$ cat src/hw/pmc_defines.vh
`ifndef PMC_DEFINES_VH
`define PMC_DEFINES_VH

// Register indices (printed offsets); byte address is index * 4
`define PMC_IDX_PHY_STATUS 5'h10
`define PMC_IDX_INT_CTRL 5'h11
`define PMC_IDX_INT_STATUS 5'h12
`define PMC_IDX_PCS_CFG 5'h16
`define PMC_IDX_LED_CTRL 5'h18
`define PMC_IDX_PHY_CTRL 5'h19
`define PMC_IDX_TEN_BASE 5'h1a
`define PMC_IDX_ENERGY_CTRL 5'h1d
// Own register: power down request and strap readback
`define PMC_IDX_MODE_CTRL 5'h1e

// Interrupt control fields
`define PMC_IC_TEST 2
`define PMC_IC_IRQ_EN 1
`define PMC_IC_OUT_EN 0
`define PMC_IC_MASK 16'h0007

// Interrupt status fields: flags 14:8, unmask 6:0
`define PMC_IS_FLAG_LO 8
`define PMC_IS_FLAG_HI 14
`define PMC_IS_UNMASK_MASK 16'h007f

// PCS, LED, PHY control, 10BT fields
`define PMC_PCS_BYPASS 12
`define PMC_PCS_MASK 16'h1000
`define PMC_LED_SPD_DRV 5
`define PMC_LED_ACT_DRV 3
`define PMC_LED_SPD_VAL 2
`define PMC_LED_ACT_VAL 0
`define PMC_LED_MASK 16'h002d
`define PMC_PHYC_MASK 16'h0040
`define PMC_TEN_SERIAL 15
`define PMC_TEN_MASK 16'hf000
`define PMC_PHY_STATUS_IRQ 7

// Energy detect control fields
`define PMC_ED_ENABLE 15
`define PMC_ED_MASK 16'h8000

// Own mode register fields
`define PMC_MC_PDOWN 0
`define PMC_MC_PIN_IRQ 1

// Default station address from weak pulls
`define PMC_ADDR_DEFAULT 5'h01

// Timing
`define PMC_CLK_MHZ 200
`define PMC_REF_MII_MHZ 25
`define PMC_REF_RMII_MHZ 50

// Bus responses
`define PMC_RESP_OKAY 2'b00
`define PMC_RESP_SLVERR 2'b10

`endif

$ cat src/hw/pmc_clk_div.v
`timescale 1ns/1ps
`include "pmc_defines.vh"

module pmc_clk_div #(
    parameter HALF_W = 8
) (
    input wire aclk,
    input wire aresetn,
    input wire [HALF_W-1:0] half_period,
    output reg clk_out
);
    reg [HALF_W-1:0] cnt_q;

    // Toggle every half period of source cycles
    always @(posedge aclk) begin
        if (!aresetn) begin
            cnt_q <= {HALF_W{1'b0}};
            clk_out <= 1'b0;
        end else if (cnt_q >= half_period - 1'b1) begin
            cnt_q <= {HALF_W{1'b0}};
            clk_out <= ~clk_out;
        end else begin
            cnt_q <= cnt_q + 1'b1;
        end
    end
endmodule

$ cat src/hw/pmc_top.v
`timescale 1ns/1ps
`include "pmc_defines.vh"

// Notes on behaviour
// - Reduced mode clocks from 50 MHz oscillator
// - Data-valid strap high selects reduced mode
// - Crossover on unless error strap low
// - Crossover picks pair after negotiation
// - Energy detect idles low power, monitors line
// - Line activity restores normal power
// - Energy detect controlled at register 1Dh
// - Reference out 25 or 50 MHz
// - Shared pin open-drain low on interrupt
// - Without interrupt pin, register power down
// - Serial mode uses bit 0 only
// - Interrupt control bits 2,1,0 at 11h
// - Status flags 14:8, unmask 6:0 at 12h
// - PCS bit 12 bypasses block code
// - LED override drive and value bits
// - Unsupported vendor bits read reserved zero
// - Address strapped from data and collision

module pmc_top #(
    parameter HAS_IRQ_PIN = 1,
    parameter HALF_W = 8
) (
    input wire aclk,
    input wire aresetn,
    input wire [7:0] s_axi_awaddr,
    input wire s_axi_awvalid,
    output reg s_axi_awready,
    input wire [31:0] s_axi_wdata,
    input wire [3:0] s_axi_wstrb,
    input wire s_axi_wvalid,
    output reg s_axi_wready,
    output reg [1:0] s_axi_bresp,
    output reg s_axi_bvalid,
    input wire s_axi_bready,
    input wire [7:0] s_axi_araddr,
    input wire s_axi_arvalid,
    output reg s_axi_arready,
    output reg [31:0] s_axi_rdata,
    output reg [1:0] s_axi_rresp,
    output reg s_axi_rvalid,
    input wire s_axi_rready,
    input wire rx_dv_strap,
    input wire rx_er_strap,
    input wire [3:0] rxd_strap,
    input wire col_strap,
    input wire serial_network_mode_strap,
    input wire [6:0] event_in,
    input wire line_activity,
    input wire negotiation_crossed,
    input wire negotiation_done,
    input wire speed_led_status,
    input wire activity_led_status,
    input wire powerdown_or_irq_pin_in,
    output reg powerdown_or_irq_pin_out,
    output reg powerdown_or_irq_pin_oe,
    output reg mac_ref_clock_out,
    output reg reduced_mode,
    output reg crossover_active,
    output reg mdi_crossed,
    output reg [4:0] station_address,
    output reg low_power,
    output reg power_down,
    output reg block_code_bypass,
    output reg serial_network_mode,
    output reg speed_led,
    output reg activity_led
);
    // Worked out wide, then cut to the divider width on purpose
    localparam integer HALF_MII_I =
        `PMC_CLK_MHZ / (2 * `PMC_REF_MII_MHZ);
    localparam integer HALF_RMII_I =
        `PMC_CLK_MHZ / (2 * `PMC_REF_RMII_MHZ);
    localparam [HALF_W-1:0] HALF_MII = HALF_MII_I[HALF_W-1:0];
    localparam [HALF_W-1:0] HALF_RMII = HALF_RMII_I[HALF_W-1:0];

    reg init_q;
    reg rmii_q, mdix_q, sni_q;
    reg [4:0] addr_q;
    reg [15:0] ictl_q, unmask_q, pcs_q, led_q, phyc_q, ten_q, edc_q;
    reg [6:0] flags_q;
    reg pdown_q;
    reg crossed_q;
    reg aw_hold_q, w_hold_q;
    reg [7:0] aw_addr_q;
    reg [31:0] w_data_q;
    reg [3:0] w_strb_q;
    reg [15:0] rd_val;
    reg rd_hit;
    wire [4:0] aw_idx = aw_addr_q[6:2];
    wire [4:0] ar_idx = s_axi_araddr[6:2];
    wire do_write = aw_hold_q && w_hold_q && !s_axi_bvalid;
    wire do_read = s_axi_arvalid && s_axi_arready;
    wire is_clear = do_read && (ar_idx == `PMC_IDX_INT_STATUS) &&
        (s_axi_araddr[7] == 1'b0);
    wire irq_pending = ictl_q[`PMC_IC_IRQ_EN] &&
        (|(flags_q & unmask_q[6:0]) || ictl_q[`PMC_IC_TEST]);
    wire ref_clk;

    pmc_clk_div #(
        .HALF_W(HALF_W)
    ) u_div (
        .aclk(aclk),
        .aresetn(aresetn),
        .half_period(rmii_q ? HALF_RMII : HALF_MII),
        .clk_out(ref_clk)
    );

    // Straps are sampled on the first clock after release
    always @(posedge aclk) begin
        if (!aresetn) begin
            init_q <= 1'b0;
            rmii_q <= 1'b0;
            mdix_q <= 1'b1;
            sni_q <= 1'b0;
            addr_q <= `PMC_ADDR_DEFAULT;
        end else if (!init_q) begin
            init_q <= 1'b1;
            rmii_q <= rx_dv_strap;
            mdix_q <= rx_er_strap;
            sni_q <= serial_network_mode_strap;
            addr_q <= {rxd_strap, col_strap};
        end
    end

    // Write channel: address and data taken in either order
    always @(posedge aclk) begin
        if (!aresetn) begin
            aw_hold_q <= 1'b0;
            w_hold_q <= 1'b0;
            aw_addr_q <= 8'h00;
            w_data_q <= 32'h00000000;
            w_strb_q <= 4'h0;
            s_axi_awready <= 1'b0;
            s_axi_wready <= 1'b0;
            s_axi_bvalid <= 1'b0;
            s_axi_bresp <= `PMC_RESP_OKAY;
        end else begin
            s_axi_awready <= !aw_hold_q && !s_axi_awready;
            s_axi_wready <= !w_hold_q && !s_axi_wready;
            if (s_axi_awvalid && s_axi_awready) begin
                aw_hold_q <= 1'b1;
                aw_addr_q <= s_axi_awaddr;
                s_axi_awready <= 1'b0;
            end
            if (s_axi_wvalid && s_axi_wready) begin
                w_hold_q <= 1'b1;
                w_data_q <= s_axi_wdata;
                w_strb_q <= s_axi_wstrb;
                s_axi_wready <= 1'b0;
            end
            if (do_write) begin
                s_axi_bvalid <= 1'b1;
                s_axi_bresp <= wr_ok(aw_addr_q) ?
                    `PMC_RESP_OKAY : `PMC_RESP_SLVERR;
            end
            if (s_axi_bvalid && s_axi_bready) begin
                s_axi_bvalid <= 1'b0;
                aw_hold_q <= 1'b0;
                w_hold_q <= 1'b0;
            end
        end
    end

    function wr_ok;
        input [7:0] a;
        begin
            wr_ok = (a[7] == 1'b0) && (
                a[6:2] == `PMC_IDX_INT_CTRL ||
                a[6:2] == `PMC_IDX_INT_STATUS ||
                a[6:2] == `PMC_IDX_PCS_CFG ||
                a[6:2] == `PMC_IDX_LED_CTRL ||
                a[6:2] == `PMC_IDX_PHY_CTRL ||
                a[6:2] == `PMC_IDX_TEN_BASE ||
                a[6:2] == `PMC_IDX_ENERGY_CTRL ||
                a[6:2] == `PMC_IDX_MODE_CTRL ||
                a[6:2] == `PMC_IDX_PHY_STATUS);
        end
    endfunction

    // Control registers; only the low two byte lanes exist
    wire [15:0] wmask = {{8{w_strb_q[1]}}, {8{w_strb_q[0]}}};
    wire [15:0] wval = w_data_q[15:0];
    wire aw_lo = (aw_addr_q[7] == 1'b0);
    always @(posedge aclk) begin
        if (!aresetn) begin
            ictl_q <= 16'h0000;
            unmask_q <= 16'h0000;
            pcs_q <= 16'h0000;
            led_q <= 16'h0000;
            phyc_q <= 16'h0000;
            ten_q <= 16'h0000;
            edc_q <= 16'h0000;
            pdown_q <= 1'b0;
        end else if (do_write && aw_lo) begin
            case (aw_idx)
                `PMC_IDX_INT_CTRL:
                    ictl_q <= (ictl_q & ~wmask) |
                        (wval & wmask & `PMC_IC_MASK);
                `PMC_IDX_INT_STATUS:
                    unmask_q <= (unmask_q & ~wmask) |
                        (wval & wmask & `PMC_IS_UNMASK_MASK);
                `PMC_IDX_PCS_CFG:
                    pcs_q <= (pcs_q & ~wmask) |
                        (wval & wmask & `PMC_PCS_MASK);
                `PMC_IDX_LED_CTRL:
                    led_q <= (led_q & ~wmask) |
                        (wval & wmask & `PMC_LED_MASK);
                `PMC_IDX_PHY_CTRL:
                    phyc_q <= (phyc_q & ~wmask) |
                        (wval & wmask & `PMC_PHYC_MASK);
                `PMC_IDX_TEN_BASE:
                    ten_q <= (ten_q & ~wmask) |
                        (wval & wmask & `PMC_TEN_MASK);
                `PMC_IDX_ENERGY_CTRL:
                    edc_q <= (edc_q & ~wmask) |
                        (wval & wmask & `PMC_ED_MASK);
                `PMC_IDX_MODE_CTRL:
                    if (w_strb_q[0])
                        pdown_q <= wval[`PMC_MC_PDOWN];
                default: ;
            endcase
        end
    end

    // sticky flags, set wins over read clear
    always @(posedge aclk) begin
        if (!aresetn)
            flags_q <= 7'h00;
        else if (is_clear)
            flags_q <= event_in;
        else
            flags_q <= flags_q | event_in;
    end

    always @* begin
        rd_val = 16'h0000;
        rd_hit = (s_axi_araddr[7] == 1'b0);
        case (ar_idx)
            `PMC_IDX_PHY_STATUS: rd_val[`PMC_PHY_STATUS_IRQ] = irq_pending;
            `PMC_IDX_INT_CTRL: rd_val = ictl_q;
            `PMC_IDX_INT_STATUS: rd_val = {1'b0, flags_q, unmask_q[7:0]};
            `PMC_IDX_PCS_CFG: rd_val = pcs_q;
            `PMC_IDX_LED_CTRL: rd_val = led_q;
            `PMC_IDX_PHY_CTRL: rd_val = phyc_q;
            `PMC_IDX_TEN_BASE: rd_val = ten_q;
            `PMC_IDX_ENERGY_CTRL: rd_val = edc_q;
            `PMC_IDX_MODE_CTRL: begin
                rd_val[`PMC_MC_PDOWN] = pdown_q;
                rd_val[`PMC_MC_PIN_IRQ] = ictl_q[`PMC_IC_OUT_EN];
                rd_val[7:3] = addr_q;
                rd_val[8] = rmii_q;
                rd_val[9] = mdix_q;
                rd_val[10] = sni_q;
            end
            default: rd_hit = 1'b0;
        endcase
    end

    // Read channel: one read at a time, answered the cycle after take
    always @(posedge aclk) begin
        if (!aresetn) begin
            s_axi_arready <= 1'b0;
            s_axi_rvalid <= 1'b0;
            s_axi_rdata <= 32'h00000000;
            s_axi_rresp <= `PMC_RESP_OKAY;
        end else begin
            // Ready must not wait for arvalid, or an early request hangs
            s_axi_arready <= !s_axi_rvalid;
            if (do_read) begin
                s_axi_arready <= 1'b0;
                s_axi_rvalid <= 1'b1;
                s_axi_rdata <= {16'h0000, rd_val};
                s_axi_rresp <= rd_hit ? `PMC_RESP_OKAY : `PMC_RESP_SLVERR;
            end else if (s_axi_rvalid && s_axi_rready) begin
                s_axi_rvalid <= 1'b0;
            end
        end
    end

    // Outputs registered; power and pin logic
    always @(posedge aclk) begin
        if (!aresetn) begin
            powerdown_or_irq_pin_out <= 1'b0;
            powerdown_or_irq_pin_oe <= 1'b0;
            mac_ref_clock_out <= 1'b0;
            reduced_mode <= 1'b0;
            crossover_active <= 1'b1;
            mdi_crossed <= 1'b0;
            crossed_q <= 1'b0;
            station_address <= `PMC_ADDR_DEFAULT;
            low_power <= 1'b0;
            power_down <= 1'b0;
            block_code_bypass <= 1'b0;
            serial_network_mode <= 1'b0;
            speed_led <= 1'b0;
            activity_led <= 1'b0;
        end else begin
            mac_ref_clock_out <= ref_clk;
            reduced_mode <= rmii_q;
            crossover_active <= mdix_q;
            station_address <= addr_q;
            // pair choice latched at negotiation done
            if (!mdix_q)
                crossed_q <= 1'b0;
            else if (negotiation_done)
                crossed_q <= negotiation_crossed;
            mdi_crossed <= crossed_q;
            low_power <= edc_q[`PMC_ED_ENABLE] && !line_activity;
            powerdown_or_irq_pin_out <= 1'b0;
            powerdown_or_irq_pin_oe <= (HAS_IRQ_PIN != 0) &&
                ictl_q[`PMC_IC_OUT_EN] && irq_pending;
            // pin power down or register only
            power_down <= pdown_q || ((HAS_IRQ_PIN != 0) &&
                !ictl_q[`PMC_IC_OUT_EN] && !powerdown_or_irq_pin_in);
            block_code_bypass <= pcs_q[`PMC_PCS_BYPASS];
            // serial mode from strap or register
            serial_network_mode <= sni_q || ten_q[`PMC_TEN_SERIAL];
            speed_led <= led_q[`PMC_LED_SPD_DRV] ?
                led_q[`PMC_LED_SPD_VAL] : speed_led_status;
            activity_led <= led_q[`PMC_LED_ACT_DRV] ?
                led_q[`PMC_LED_ACT_VAL] : activity_led_status;
        end
    end
endmodule

$ cat config.mk
export PLATFORM = sky130hd
export DESIGN_NAME = pmc_top
export DESIGN_NICKNAME = d
export VERILOG_FILES = /design/src/hw/pmc_clk_div.v /design/src/hw/pmc_top.v
export VERILOG_INCLUDE_DIRS = /design/src /design/src/hw
export SDC_FILE = /design/constraint.sdc
export NUM_CORES = 1
export LEC_CHECK = 0
export BUFFER_PORTS_ARGS = -buffer_cell sky130_fd_sc_hd__buf_2
export CAP_MARGIN = 0
export CORE_MARGIN = 8
export CORE_UTILIZATION = 30
export DETAILED_ROUTE_END_ITERATION = 10
export GPL_TIMING_DRIVEN = 0
export PLACE_DENSITY = 0.47
export SKIP_LAST_GASP = 1
export SLEW_MARGIN = 20
export SYNTH_ARGS = -nofsm -noshare
export SYNTH_HDL_FRONTEND = slang
export SYNTH_SLANG_ARGS = --single-unit
$ cat constraint.sdc
create_clock -name aclk -period 1.9 [get_ports aclk]
set_input_delay 0.095 -clock aclk [delete_from_list [all_inputs] [get_ports aclk]]
set_output_delay 0.095 -clock aclk [all_outputs]
set_load 0.01 [all_outputs]
==> out/qor.txt <==
status = finished clean
Worst-Skew Late Latency = 0.44 ns
period utilisation layout = 97.9%
reg-to-reg startpoint = s_axi_arready
initial antenna violation count = 0
max-slew violations = 0
worst-margin pin slew = 0.852 ns
RSZ-0062 raised after global routing = yes
Hold Path Cell Cnt = 3
reg2reg path depth = 5
top cell type's share of synthesized area = 52.1%
HP Class = in -> reg
Vias per Instance = 4.81
routed wire length = 24400 µm
Core ar. = 0.0242 mm²
# setup viols final = 0
DRC = 0
CP startpoint kind = input pin
synth warn = 0
CP arrival = 2.21 ns
Area contributors post-synth = dfxtp_1 (52%), mux2i_1 (7.1%), and2_1 (5.5%)
Crit Path Class = in -> reg
Final Instance Area = 0.00944 mm²
FILL cells = 2437
Yosys reg bits = 191
area of the multi-input gates = 0.00327 mm²
gr ovfl total = 0
asr flop ratio synth = 0%
Starting Density = 30.3%
final hold vios = 0
Layout Nets = 1014
Fmax achieved = 538 MHz
Avg Cell Area, Syn = 9.80 µm²
global-route usage over all layers = 16.5%
Leakage = 3.97 nW
Tot Pwr = 0.00855 W
Max Cap Violations = 0
Mapped Area = 0.00734 mm²
drt wl/cell = 19.2 µm
routed vias = 6106
IO buf count = 90
most frequent cells after synthesis = dfxtp_1 (191), and2_1 (65), nand2_1 (64)
ratio of cells with drive above 1 in the final layout = 19.2%
Critical Path RT = 2.25 ns
Clock Path Buffers = 2
DRT Pass-1 Iters = 5
Max IR drop VDD = 0.491 mV
skew final = 0.0152 ns
root buffer cell = clkbuf_16
Initial DRC Count = 464
num rows = 57
largest net degree at the start of global routing = 17
r2r endpoint = s_axi_rdata[5]
Die H = 172 µm
top cell type by total area after synthesis = dfxtp_1
Worst R2R Setup Slack = 0.07 ns
part of the Yosys area used for sequential elements = 52.1%
relative slew slack = 43.0%
Layout area overhead = 28.6%
Post-synth EDFFs = 0
Die W = 172 µm
maximum fanout along the worst path = 10
HPWL after DPL = 17800 µm
Post-DRT Antenna Nets = 0
Antenna Cells = 0
clock slew at reported path FFs = 0.07 ns
fin crit period = 1.86 ns
crit path from = s_axi_arvalid
library cells used by synthesis = 63
most common flop cell mapped by yosys = dfxtp_1
Clock Sinks = 191
H-tree depth = 4
placed inst area = 0.00828 mm²
# IOs = 138
pwr dens = 906 mW/mm²
count leader, synth = dfxtp_1
cell count after synthesis = 749
die area = 0.0297 mm²
TritonCTS clock tree = done
Critical Path Sink = s_axi_rdata[5]
Critical Path End Type = register
GP Congestion = 0.868
register area = 0.00382 mm²
vias in the first global route = 5867
cts bufs inserted = 17
first-pass GRT wire length = 36300 µm
layout make-up:
class	count	area share [%]
sequential	191	40.5
multi-input combinational	514	34.6
timing repair buffer	141	10.0
clock buffer	21	4.98
tap	324	4.30
buffer	57	3.54
clock inverter	11	1.63
inverter	10	0.398
how the worst min path moves through the flow:
stage                        from      endpoint  slack, ns
floorplan                 aresetn        init_q       0.12
global placement          aresetn        init_q       0.22
detailed placement        aresetn        init_q       0.22
CTS                 s_axi_awvalid  aw_addr_q[6]       0.02
global route        s_axi_awvalid  aw_addr_q[4]       0.04
finish              s_axi_awvalid  aw_addr_q[6]       0.03
placed cells by master, fill, tap and decap left out, types with 13 or more instances in the layout:
cell type	synthesis	final
a21oi_1	38	38
and2_1	65	65
dfxtp_1	191	191
clkbuf_1	17	18
mux2i_1	52	52
conb_1	1	24
and3_1	37	37
clkbuf_16	0	17
buf_4	22	29
nor2_1	60	60
dlygate4sd3_1	0	44
nand2_1	64	64
nand3_1	13	13
buf_2	12	102
power by group:
group | total [W] | internal (W) | switching [W]
combinational | 0.000623 | 0.000258 | 0.000364
clock | 0.00378 | 0.00219 | 0.00159
sequential | 0.00414 | 0.00408 | 0.0000641
per-layer routing:
layer  GRT usage [%]  share of wire (%)
met4            6.71                2.4
met1            22.4                 47
met2            25.4                 45
met3            3.26                5.6
met5               0                  0
logic make-up (layout without fill, tap and decap cells):
group / Yosys count / in the layout / share of synthesized area (%)
xor gates and xnor gates: 2 / 2 / 0.239
and+or+nand+nor: 313 / 313 / 22.9
other: 1 / 24 / 0.0511
AOI/OAI and AO/OA: 119 / 119 / 11.7
buffers and inverters: 67 / 240 / 5.06
adders and majority gates: 2 / 2 / 0.341
muxes: 54 / 54 / 7.55
DFF: 191 / 191 / 52.1
stage by stage:
stage | hold slack, ns | util (%) | instances | worst slack [ns] | setup TNS (ns)
floorplan | 0.123 | - | 772 | 0.386 | 0
global placement | 0.216 | 34.2 | 1186 | -0.331 | -4.24
detailed placement | 0.215 | 34.2 | 1186 | -0.317 | -3.49
CTS | 0.0161 | 38.7 | 1265 | 0.00980 | 0
global route | 0.0388 | 39.0 | 1269 | -0.0448 | -0.399
finish | 0.0270 | 39.0 | 1269 | 0.0402 | 0
timing repair:
item | CTS | global route
hold buffers | 44 | 0
setup endpoints to repair | 13 | 67
pin swaps | 2 | 3
hold endpoints to repair | 45 | 0
buffers inserted | 3 | 4
resized for setup | 0 | 7
critical path: stages:
cell and delay [ns]:
dlygate4sd3_1 0.54, buf_2 0.14, a21boi_1 0.46, buf_2 0.39
buf_2 0.33, nand2_1 0.08, a32oi_1 0.16
(Power assumes the default switching activity.)
